[src/afr_pkg.sv]
// Purpose: Shared constants, types and frame layout for the converter
//          readout link (converter end and host end).
// Assumes: Both ends sample the link on the rising edge of the link clock.
package afr_pkg;

   localparam int unsigned WORD_W      = 8;
   localparam int unsigned N_CH        = 2;
   localparam int unsigned FRAME_WORDS = N_CH + 1;
   localparam int unsigned FRAME_BITS  = FRAME_WORDS * WORD_W;
   localparam int unsigned FIFO_DEPTH  = 2;
   localparam int unsigned CNT_W       = 6;
   localparam int unsigned BIT_W       = 5;

   // Conversion period in link clocks and the point where ready is released
   localparam logic [CNT_W-1:0] PERIOD_LAST = 6'h3F;
   localparam logic [CNT_W-1:0] CONVERSION_DONE_N_RISE   = 6'h3E;
   localparam logic [CNT_W-1:0] CNT_RST     = 6'h00;

   localparam logic [BIT_W-1:0] FRAME_LAST  = 5'h17;
   localparam logic [BIT_W-1:0] BIT_RST     = 5'h00;

   localparam logic [1:0]        LVL_EMPTY  = 2'h0;
   localparam logic [1:0]        LVL_ONE    = 2'h1;
   localparam logic [1:0]        LVL_FULL   = 2'h2;
   localparam logic [WORD_W-1:0] IDX_RST    = 8'h00;
   localparam logic [6:0]        STAT_PAD   = 7'h00;
   localparam logic              PIN_IDLE   = 1'b1;

   typedef enum logic [1:0]
   {
      AFR_IDLE = 2'b00,
      AFR_READ = 2'b01
   } afr_hstate_t;

   // Frame: status word first, then one word per channel, MSB first
   function automatic logic [FRAME_BITS-1:0] afr_frame
   (
      input logic [WORD_W-1:0] idx,
      input logic              flag
   );
      logic [FRAME_BITS-1:0] f;
      f = '0;
      f[FRAME_BITS-1 -: WORD_W] = {flag, STAT_PAD};
      for (int c = 0; c < N_CH; c++)
      begin
         f[(N_CH-1-c)*WORD_W +: WORD_W] = idx + WORD_W'(c);
      end
      return f;
   endfunction

endpackage

[src/afr_link_if.sv]
// Purpose: Link between converter end and host end.
// Assumes: Data line is pulled high when no device drives it.
// Notes:   The shared data line level is resolved here from the enable.
`timescale 1ns/1ns
interface afr_link_if
(
   input  logic lk_clk
);
   logic cs_n;
   logic sync_n;
   logic dout;
   logic dout_oe;
   logic dout_line;
   logic conversion_done_n;

   assign dout_line = dout_oe ? dout : 1'b1;

   modport dev
   (
      input  lk_clk,
      input  cs_n,
      input  sync_n,
      output dout,
      output dout_oe,
      output conversion_done_n
   );

   modport host
   (
      input  lk_clk,
      input  dout_line,
      input  conversion_done_n,
      output cs_n,
      output sync_n
   );
endinterface

[src/afr_dev.sv]
// Purpose: Converter end: conversion timing, two-deep result FIFO,
//          serial frame output, strobe alignment check.
// Assumes: Everything runs on the link clock; host pins are on that clock.
// Notes:   Results are synthetic: a conversion index plus channel number.
`timescale 1ns/1ns
module afr_dev
   import afr_pkg::*;
(
   afr_link_if.dev              lk,
   input  wire logic            nrst_i,
   output logic                 realign_flag_o,
   output logic [1:0]           fifo_level_o,
   output logic                 overflow_o,
   output logic                 frame_read_o,
   output logic                 partial_read_o,
   output logic [WORD_W-1:0]    conv_count_o
);

   logic [CNT_W-1:0]  per_cnt_r;
   logic              sync_q_r;
   logic              sync_fall;
   logic              aligned;
   logic              conv;
   logic              misalign;
   logic [WORD_W-1:0] mem_r [FIFO_DEPTH];
   logic              rd_ptr_r;
   logic              wr_ptr_r;
   logic [1:0]        level_r;
   logic [WORD_W-1:0] conv_idx_r;
   logic              pop;
   logic              full_ovf;
   logic [BIT_W-1:0]  bit_idx_r;
   logic              frame_done;
   logic [FRAME_BITS-1:0] frame_w;
   logic              dout_r;
   logic              dout_oe_r;
   logic              conversion_done_n_n_r;
   logic              flag_r;
   logic              ovf_r;
   logic              rd_done_r;
   logic              part_r;

   // One decode of the period end serves both the conversion and the
   // phase at which a strobe is expected
   function automatic logic at_period_end(input logic [CNT_W-1:0] c);
      return (c == PERIOD_LAST);
   endfunction

   assign sync_fall  = sync_q_r & ~lk.sync_n;
   assign aligned    = at_period_end(per_cnt_r);
   assign conv       = at_period_end(per_cnt_r);
   assign misalign   = sync_fall & ~aligned;
   assign frame_done = ~lk.cs_n & (bit_idx_r == FRAME_LAST);
   assign pop        = frame_done & (level_r != LVL_EMPTY);
   assign full_ovf   = conv & (level_r == LVL_FULL) & ~pop;
   assign frame_w    = afr_frame(mem_r[rd_ptr_r], flag_r);

   // Strobe edge detector; the strobe is on this clock, so no synchroniser
   always_ff @(posedge lk.lk_clk or negedge nrst_i)
   begin
      if (!nrst_i)
         sync_q_r <= PIN_IDLE;
      else
         sync_q_r <= lk.sync_n;
   end

   // Period counter: a strobe at the expected phase changes nothing,
   // a misplaced one restarts the period without converting
   always_ff @(posedge lk.lk_clk or negedge nrst_i)
   begin
      if (!nrst_i)
         per_cnt_r <= CNT_RST;
      else if (conv || misalign)
         per_cnt_r <= CNT_RST;
      else
         per_cnt_r <= per_cnt_r + 6'h01;
   end

   always_ff @(posedge lk.lk_clk or negedge nrst_i)
   begin
      if (!nrst_i)
         conv_idx_r <= IDX_RST;
      else if (conv)
         conv_idx_r <= conv_idx_r + 8'h01;
   end

   // Result storage; on overflow the unread pair is dropped and the new
   // result becomes the only entry, so ready pulses every other period
   always_ff @(posedge lk.lk_clk)
   begin
      if (conv)
      begin
         if (full_ovf)
            mem_r[rd_ptr_r] <= conv_idx_r;
         else
            mem_r[wr_ptr_r] <= conv_idx_r;
      end
   end

   always_ff @(posedge lk.lk_clk or negedge nrst_i)
   begin
      if (!nrst_i)
      begin
         rd_ptr_r <= 1'b0;
         wr_ptr_r <= 1'b0;
      end
      else if (full_ovf)
      begin
         wr_ptr_r <= ~rd_ptr_r;
      end
      else
      begin
         if (pop)
            rd_ptr_r <= ~rd_ptr_r;
         if (conv)
            wr_ptr_r <= ~wr_ptr_r;
      end
   end

   always_ff @(posedge lk.lk_clk or negedge nrst_i)
   begin
      if (!nrst_i)
         level_r <= LVL_EMPTY;
      else if (full_ovf)
         level_r <= LVL_ONE;
      else if (conv && !pop)
         level_r <= level_r + 2'h1;
      else if (pop && !conv)
         level_r <= level_r - 2'h1;
   end

   // Bit pointer: a select that rises early discards progress, so the
   // same result is presented again from its first bit
   always_ff @(posedge lk.lk_clk or negedge nrst_i)
   begin
      if (!nrst_i)
         bit_idx_r <= BIT_RST;
      else if (lk.cs_n)
         bit_idx_r <= BIT_RST;
      else if (frame_done)
         bit_idx_r <= BIT_RST;
      else
         bit_idx_r <= bit_idx_r + 5'h01;
   end

   // Enable follows select one clock later because the pin is registered
   always_ff @(posedge lk.lk_clk or negedge nrst_i)
   begin
      if (!nrst_i)
      begin
         dout_r    <= 1'b0;
         dout_oe_r <= 1'b0;
      end
      else
      begin
         dout_oe_r <= ~lk.cs_n;
         if (!lk.cs_n)
            dout_r <= frame_w[FRAME_LAST - bit_idx_r];
         else
            dout_r <= 1'b0;
      end
   end

   // Ready: the fall wins over the release when both land together
   always_ff @(posedge lk.lk_clk or negedge nrst_i)
   begin
      if (!nrst_i)
         conversion_done_n_n_r <= PIN_IDLE;
      else if (conv && !full_ovf)
         conversion_done_n_n_r <= 1'b0;
      else if (pop || (per_cnt_r == CONVERSION_DONE_N_RISE))
         conversion_done_n_n_r <= 1'b1;
   end

   // Realign flag: a new misalignment beats the clear by a finished read
   always_ff @(posedge lk.lk_clk or negedge nrst_i)
   begin
      if (!nrst_i)
         flag_r <= 1'b0;
      else if (misalign)
         flag_r <= 1'b1;
      else if (frame_done)
         flag_r <= 1'b0;
   end

   always_ff @(posedge lk.lk_clk or negedge nrst_i)
   begin
      if (!nrst_i)
      begin
         ovf_r     <= 1'b0;
         rd_done_r <= 1'b0;
         part_r    <= 1'b0;
      end
      else
      begin
         ovf_r     <= full_ovf;
         rd_done_r <= frame_done;
         part_r    <= lk.cs_n & (bit_idx_r != BIT_RST);
      end
   end

   assign lk.dout              = dout_r;
   assign lk.dout_oe           = dout_oe_r;
   assign lk.conversion_done_n = conversion_done_n_n_r;
   assign realign_flag_o       = flag_r;
   assign fifo_level_o         = level_r;
   assign overflow_o           = ovf_r;
   assign frame_read_o         = rd_done_r;
   assign partial_read_o       = part_r;
   assign conv_count_o         = conv_idx_r;

endmodule

[src/flat_wrapper.sv]
// flat-port wrapper written by rule: the top's interface ports become plain ports
module afr_dev_flat import afr_pkg::*;
  (nrst_i, realign_flag_o, fifo_level_o, overflow_o, frame_read_o, partial_read_o, conv_count_o, lk_clk, lk_cs_n, lk_sync_n, lk_dout, lk_dout_oe, lk_conversion_done_n);
  afr_link_if lk_i (.lk_clk(lk_clk));
  input  wire logic nrst_i;
  output logic realign_flag_o;
  output logic [1:0] fifo_level_o;
  output logic overflow_o;
  output logic frame_read_o;
  output logic partial_read_o;
  output logic [WORD_W-1:0] conv_count_o;
  input wire logic lk_clk;
  input wire logic [$bits(lk_i.cs_n)-1:0] lk_cs_n;
  input wire logic [$bits(lk_i.sync_n)-1:0] lk_sync_n;
  output wire logic [$bits(lk_i.dout)-1:0] lk_dout;
  output wire logic [$bits(lk_i.dout_oe)-1:0] lk_dout_oe;
  output wire logic [$bits(lk_i.conversion_done_n)-1:0] lk_conversion_done_n;
  assign lk_i.cs_n = lk_cs_n;
  assign lk_i.sync_n = lk_sync_n;
  assign lk_dout = lk_i.dout;
  assign lk_dout_oe = lk_i.dout_oe;
  assign lk_conversion_done_n = lk_i.conversion_done_n;
  afr_dev u_core (.lk(lk_i), .nrst_i(nrst_i), .realign_flag_o(realign_flag_o), .fifo_level_o(fifo_level_o), .overflow_o(overflow_o), .frame_read_o(frame_read_o), .partial_read_o(partial_read_o), .conv_count_o(conv_count_o));
endmodule
[config.mk]
export PLATFORM = sky130hd
export DESIGN_NAME = afr_dev_flat
export DESIGN_NICKNAME = d
export VERILOG_FILES = /design/src/afr_pkg.sv /design/src/afr_link_if.sv /design/src/afr_dev.sv /design/src/flat_wrapper.sv
export SDC_FILE = /design/constraint.sdc
export NUM_CORES = 1
export LEC_CHECK = 0
export BUFFER_PORTS_ARGS = -buffer_cell sky130_fd_sc_hd__buf_2
export CORE_MARGIN = 2
export CORE_UTILIZATION = 60
export DETAILED_ROUTE_END_ITERATION = 6
export GPL_ROUTABILITY_DRIVEN = 0
export GPL_TIMING_DRIVEN = 0
export PLACE_DENSITY = 0.89
export SETUP_SLACK_MARGIN = 0.3
export SLEW_MARGIN = 20
export SYNTH_ARGS = -nofsm -noshare
export SYNTH_HDL_FRONTEND = slang
export SYNTH_SLANG_ARGS = --single-unit
[constraint.sdc]
create_clock -name lk_clk -period 6.65 [get_ports lk_clk]
set_clock_uncertainty 0.05 [all_clocks]
set_input_delay 1.33 -clock lk_clk [delete_from_list [all_inputs] [get_ports lk_clk]]
set_output_delay 1.33 -clock lk_clk [all_outputs]
set_load 0.005 [all_outputs]
# Word-level counts from Yosys, hierarchy flattened
# Memory sizes are Yosys's and may differ from the RTL's.
# Index checks and enable logic that the tools add are counted.
[op_classes]
add_sub_neg = 7
mul = 0
n_div = 0
magnitude_cmp = 1
n_eq_ne = 4
n_shift = 0
n_mux = 24
bitwise_logic = 14
n_reduce_logical = 16
[op_table]
columns = ["cell", "count"]
rows = [
  ["adder 8 x 1 -> 8 bit (second input constant)", 2],
  ["2-to-1 mux 1 bit", 16],
  ["== test 6 bit (second input constant)", 2],
  ["2-to-1 mux 5 bit", 2],
  ["2-to-1 mux 8 bit", 1],
  ["nonzero test 2 bit", 4],
  ["OR reduction 8 bit", 1],
  ["bitwise AND 1 bit", 7],
  ["NOT 1 bit", 7],
  ["adder 6 x 1 -> 6 bit (second input constant)", 1],
  ["less-than comparator 5 x 6 -> 1 bit (second input constant)", 1],
  ["2-to-1 mux 2 bit", 3],
  ["2-to-1 mux 6 bit", 1],
  ["adder 5 x 1 -> 5 bit (second input constant)", 1],
  ["binary-select mux 1 bit (select 5 bit)", 1],
  ["== test 5 bit (second input constant)", 1],
  ["nonzero test 5 bit", 1],
  ["subtractor 5 bit (first input constant)", 1],
  ["logical AND 1 bit", 3],
  ["logical NOT 1 bit", 3],
  ["nonzero test 3 bit", 1],
  ["adder 2 x 1 -> 2 bit (second input constant)", 1],
  ["== test 2 bit (second input constant)", 1],
  ["logical OR 1 bit", 2],
  ["other kinds (2)", 2],
]
[totals]
regBits = 31
latch_bits = 0
ram_bits = 16
rom_bits = 0
output_inout_bits = 17
word_cells = 81
n_memories = 1
[memory_table]
columns = ["name", "words", "word_bits", "rd", "rd_ports_with_merged_regs", "wr", "line", "rtl"]
rows = [
  ["u_core.mem_r", 2, 8, 1, 0, 1, "afr_dev.sv:25", "logic [WORD_W-1:0] mem_r [FIFO_DEPTH];"],
]

# Longest topological paths before layout
[logic_depth]
ltp_word = 10
mapped_depth = 10
ltp_nobuf = 10

# Least setup slack after synthesis
# Ideal clock, no wire load.
[synth_timing]
kind = "input -> register"
startpoint = "in lk_cs_n"
endpoint = "mem u_core.mem_r[0][0] (enable)"
setup_time_ps = 332
arrival_ps = 2292
t_required_ps = 6268
setup_slack_ps = 3976
path_stages = 4
n_path_buf = 0
cell_sequence = "nor2_1 -> nor4b_4 -> mux2i_1 -> and2_1"
[synth_between]
elab_chain_cells = 10
elab_cells_between_ends = 14
classes_between = "mux: 8; bitwise: 5; reduce/logical: 1"
[synth_lines]
columns = ["element", "line", "rtl"]
rows = [
  ["start: declaration", "flat_wrapper.sv:13", "input wire logic [$bits(lk_i.cs_n)-1:0] lk_cs_n;"],
  ["NOT 1 bit *", "afr_dev.sv:53", "assign frame_done = ~lk.cs_n & (bit_idx_r == FRAME_LAST);"],
  ["bitwise AND 1 bit *", "afr_dev.sv:53", ""],
  ["bitwise AND 1 bit *", "afr_dev.sv:54", "assign pop = frame_done & (level_r != LVL_EMPTY);"],
  ["NOT 1 bit *", "afr_dev.sv:55", "assign full_ovf = conv & (level_r == LVL_FULL) & ~pop;"],
  ["bitwise AND 1 bit *", "afr_dev.sv:55", ""],
  ["net u_core.full_ovf", "afr_dev.sv:31", "logic full_ovf;"],
  ["2-to-1 mux 1 bit", "afr_dev.sv:93", "if (full_ovf)"],
  ["2-to-1 mux 1 bit", "afr_dev.sv:91", "if (conv)"],
  ["2-to-1 mux 1 bit (not written as such)", "afr_dev.sv:96", "mem_r[wr_ptr_r] <= conv_idx_r;"],
  ["OR reduction 8 bit (no source line)", "-", ""],
  ["2-to-1 mux 1 bit (no source line)", "-", ""],
  ["end: declaration", "afr_dev.sv:25", ""],
]
# Mark *: on every way through the listed nets, which the timed path passes. The rest lies on a longest branch.

# Worst setup path after layout
[layout_timing]
startpoint = "in lk_cs_n"
endpoint = "mem u_core.mem_r[0][0] (enable)"
[layout_between]
elab_chain_cells = 10
elab_cells_between_ends = 14
classes_between = "mux: 8; bitwise: 5; reduce/logical: 1"
[layout_lines]
columns = ["element", "line", "rtl"]
rows = [
  ["NOT 1 bit *", "afr_dev.sv:53", ""],
  ["bitwise AND 1 bit *", "afr_dev.sv:53", ""],
  ["net u_core.frame_done", "afr_dev.sv:33", "logic frame_done;"],
  ["bitwise AND 1 bit *", "afr_dev.sv:54", ""],
  ["NOT 1 bit *", "afr_dev.sv:55", ""],
  ["bitwise AND 1 bit *", "afr_dev.sv:55", ""],
  ["net u_core.full_ovf", "afr_dev.sv:31", ""],
  ["2-to-1 mux 1 bit", "afr_dev.sv:93", ""],
  ["2-to-1 mux 1 bit", "afr_dev.sv:91", ""],
  ["2-to-1 mux 1 bit (not written as such)", "afr_dev.sv:96", ""],
  ["OR reduction 8 bit (no source line)", "-", ""],
  ["2-to-1 mux 1 bit (no source line)", "-", ""],
]
# Marked as above.

==> impl_metrics.json <==
{
  "status": "finished clean",
  "area_growth_pct": 10.7,
  "grt_pass1_wl_um": 6760,
  "avgSynthCellArea_um2": 12.1,
  "critPathMaxStageDelay_ps": 410,
  "clkTransAtPathRegs_ps": 80,
  "dieHeight_um": 65.8,
  "regToRegSetupSlack_ps": 4110,
  "crit_type": "in -> reg",
  "synth_cell_types": 44,
  "cts_resized": 0,
  "drtAntennaViolNets": 0,
  "path_cells": "buf_2 -> nor2_1 -> nor4b_4 -> mux2i_1 -> and2_1",
  "rr_endpoint": "u_core.mem_r[0][0]",
  "drt_iter0_drc": 143,
  "start_kind": "input pin",
  "maxSlewHeadroom": 0.552,
  "ys_seq_area_frac": 0.550,
  "placeableCoreArea_mm2": 0.00366,
  "async_reset_ff_frac": 0.660,
  "die-area_mm2": 0.00433,
  "end_kind": "flop",
  "grt_max_degree": 32,
  "routedWlPerCell_um": 14.9,
  "cts_setup_buffers": 0,
  "cp_top_family": "simple AND/OR/NAND/NOR gates",
  "rows": 22,
  "power_w": 0.000534,
  "critical_path.slowest_cell": "nor4b_4",
  "reg2reg_from": "u_core.bit_idx_r[1]",
  "worstMarginPinSlew_ps": 672,
  "pwr-share-clk": 0.318,
  "crit_buf_inv": 1,
  "drt_pre_antenna_iters": 4,
  "grt_pass1_vias": 1460,
  "clk_latency_ps": 310,
  "ys_ff_latch": 47,
  "whs_endpoint": "u_core.per_cnt_r[0]",
  "grt.overflow.total": 0,
  "cts_buffer_depth": 2,
  "cts_tree": "yes",
  "drive_above_1_share": 0.202,
  "drc": 0,
  "synth_most_common_cell": "dfrtp_1",
  "cts-root-buf": "clkbuf_8",
  "die_width_um": 65.8,
  "vias": 1511,
  "p_sw_w": 0.000132,
  "finalSetupTns_ps": 0,
  "cp_data_required_time_ps": 6570,
  "htree_levels": 2,
  "port_buffers": 20,
  "drv_cap": 0,
  "ios": 21,
  "sw_frac_of_total": 0.248,
  "finalNetCount": 229,
  "pwr-share-seq": 0.603,
  "synth_area_mm2": 0.00229,
  "totalWireLength_um": 3970,
  "rr_worst_depth": 6,
  "post-dp-hpwl_um": 2850,
  "finalHoldViolCount": 0,
  "arrival_ps": 2670,
  "synth_commonest_cells": "dfrtp_1, nor2_1, edfxtp_1, xnor2_1, nand2_1",
  "filler_cell_count": 266,
  "synth-edff-count": 16,
  "vdd_drop_max_mv": 0.186,
  "report.final.setup_viol": 0,
  "postCtsHoldBufs": 0,
  "min_path_type": "reg -> reg",
  "ys_warn_count": 0,
  "fin_crit_sh": 0.413,
  "netlist_instances": 190,
  "via_per_inst": 5.68,
  "hold-path-cell-count": 1,
  "place_inst": 258,
  "leakage_nw": 1.09,
  "cts_sinks": 47,
  "numCtsBuffers": 5,
  "crit_cells": 5,
  "synth_area_leaders": "dfrtp_1, edfxtp_1, xnor2_1, ha_1, nor2_1",
  "syn_nets": 202,
  "multiInputGateArea_um2": 981,
  "comb_power_share": 0.079,
  "drv_slew": 0,
  "synth_top_cell_area_share": 0.317,
  "layout.cells.non_filler": 266,
  "powerDensity_mw_per_mm2": 211,
  "max_freq_mhz": 364,
  "crit_fanout": 8,
  "grt_setup_unrepaired": "false",
  "hold_slack_ps": 462,
  "internal_power_w": 0.000402,
  "grt.total_usage": 0.210,
  "start_util": 0.625,
  "min_period_ps": 2750,
  "synth_area_leader_cell": "dfrtp_1",
  "synth_flop_cell": "dfrtp_1",
  "n_antenna_cell": 0,
  "hp-start": "u_core.per_cnt_r[0]",
  "seq_area_mm2": 0.00126,
  "antenna_found_initial": 0
}
[registers in the layout, summed over array words and instances, names as in the netlist]
signal and flops:
u_core.lk.dout 1, u_core.mem_r 16, u_core.sync_q_r 1, u_core.frame_read_o 1, u_core.lk.conversion_done_n 1, u_core.conv_count_o 8
u_core.rd_ptr_r 1, u_core.bit_idx_r 5, u_core.wr_ptr_r 1, u_core.fifo_level_o 2, u_core.realign_flag_o 1, u_core.lk.dout_oe 1
u_core.per_cnt_r 6, u_core.overflow_o 1, u_core.partial_read_o 1
[metrics by stage]
step	utilization	instance area [um2]	setup WS, ps
after global placement	0.669	2450	3610
after detailed placement	0.669	2450	3560
final	0.692	2530	3900
after floorplan	-	2290	3980
after CTS	0.692	2530	3890
after global routing	0.692	2530	3730
[power groups by stage]
stage	Sequential [W]	Combinational, W	Clock, W
2_1_floorplan	0.000325	0.0000289	0
3_3_place_gp	0.000327	0.0000402	0
3_5_place_dp	0.000327	0.0000425	0
4_1_cts	0.000321	0.0000426	0.000171
5_1_grt	0.000324	0.0000472	0.000183
6_report	0.000322	0.0000422	0.000170
[worst max path at each step]
stage          slack, ps    start                  to
2_1_floorplan       3980  lk_cs_n  u_core.mem_r[0][0]
3_3_place_gp        3610  lk_cs_n  u_core.mem_r[1][7]
3_5_place_dp        3560  lk_cs_n  u_core.mem_r[1][7]
4_1_cts             3890  lk_cs_n  u_core.mem_r[1][3]
5_1_grt             3730  lk_cs_n  u_core.mem_r[1][7]
6_report            3900  lk_cs_n  u_core.mem_r[0][0]
[cell usage in the layout (no fill, tap or decap), types with 2 or more instances in the layout]
master	n
a21oi_1	6
a41oi_1	2
and3_1	4
and4_1	4
and4b_1	2
buf_2	21
clkbuf_1	4
clkbuf_8	5
dfrtp_1	29
dfstp_2	2
edfxtp_1	16
ha_1	8
inv_1	5
mux2_2	4
mux2_4	4
mux2i_1	6
nand2_1	12
nand2b_1	3
nand3_1	8
nand4_1	2
nor2_1	20
nor3_1	2
nor4_1	2
o21ai_0	4
o21ai_1	2
xnor2_1	13
xor2_1	8
[final cells by class]
cell class                      count  area share
Sequential cell                    47       0.497
Multi-Input combinational cell    132       0.387
Timing Repair Buffer               20      0.0395
Clock buffer                        6      0.0286
Tap cell                           48      0.0237
Buffer                              5      0.0109
Inverter                            6     0.00888
Clock inverter                      2     0.00494
[per-layer routing]
metal	wire length (um)	GRT usage	vias to the layer above
met5	0	0	-
met4	85	0.104	0
met3	169	0.0596	6
met2	1920	0.338	37
met1	1790	0.260	735
li1	-	-	733
[cells by family after synthesis]
| logic type | synth area share |
|---|---|
| xor gates and xnor gates | 0.0803 |
| DFF | 0.550 |
| muxes | 0.0820 |
| adders and majority gates | 0.0437 |
| buffers and inverters | 0.0219 |
| AOI/OAI and AO/OA | 0.0618 |
| and+or+nand+nor | 0.161 |
No activity file was read; power rests on OpenSTA's default activity.
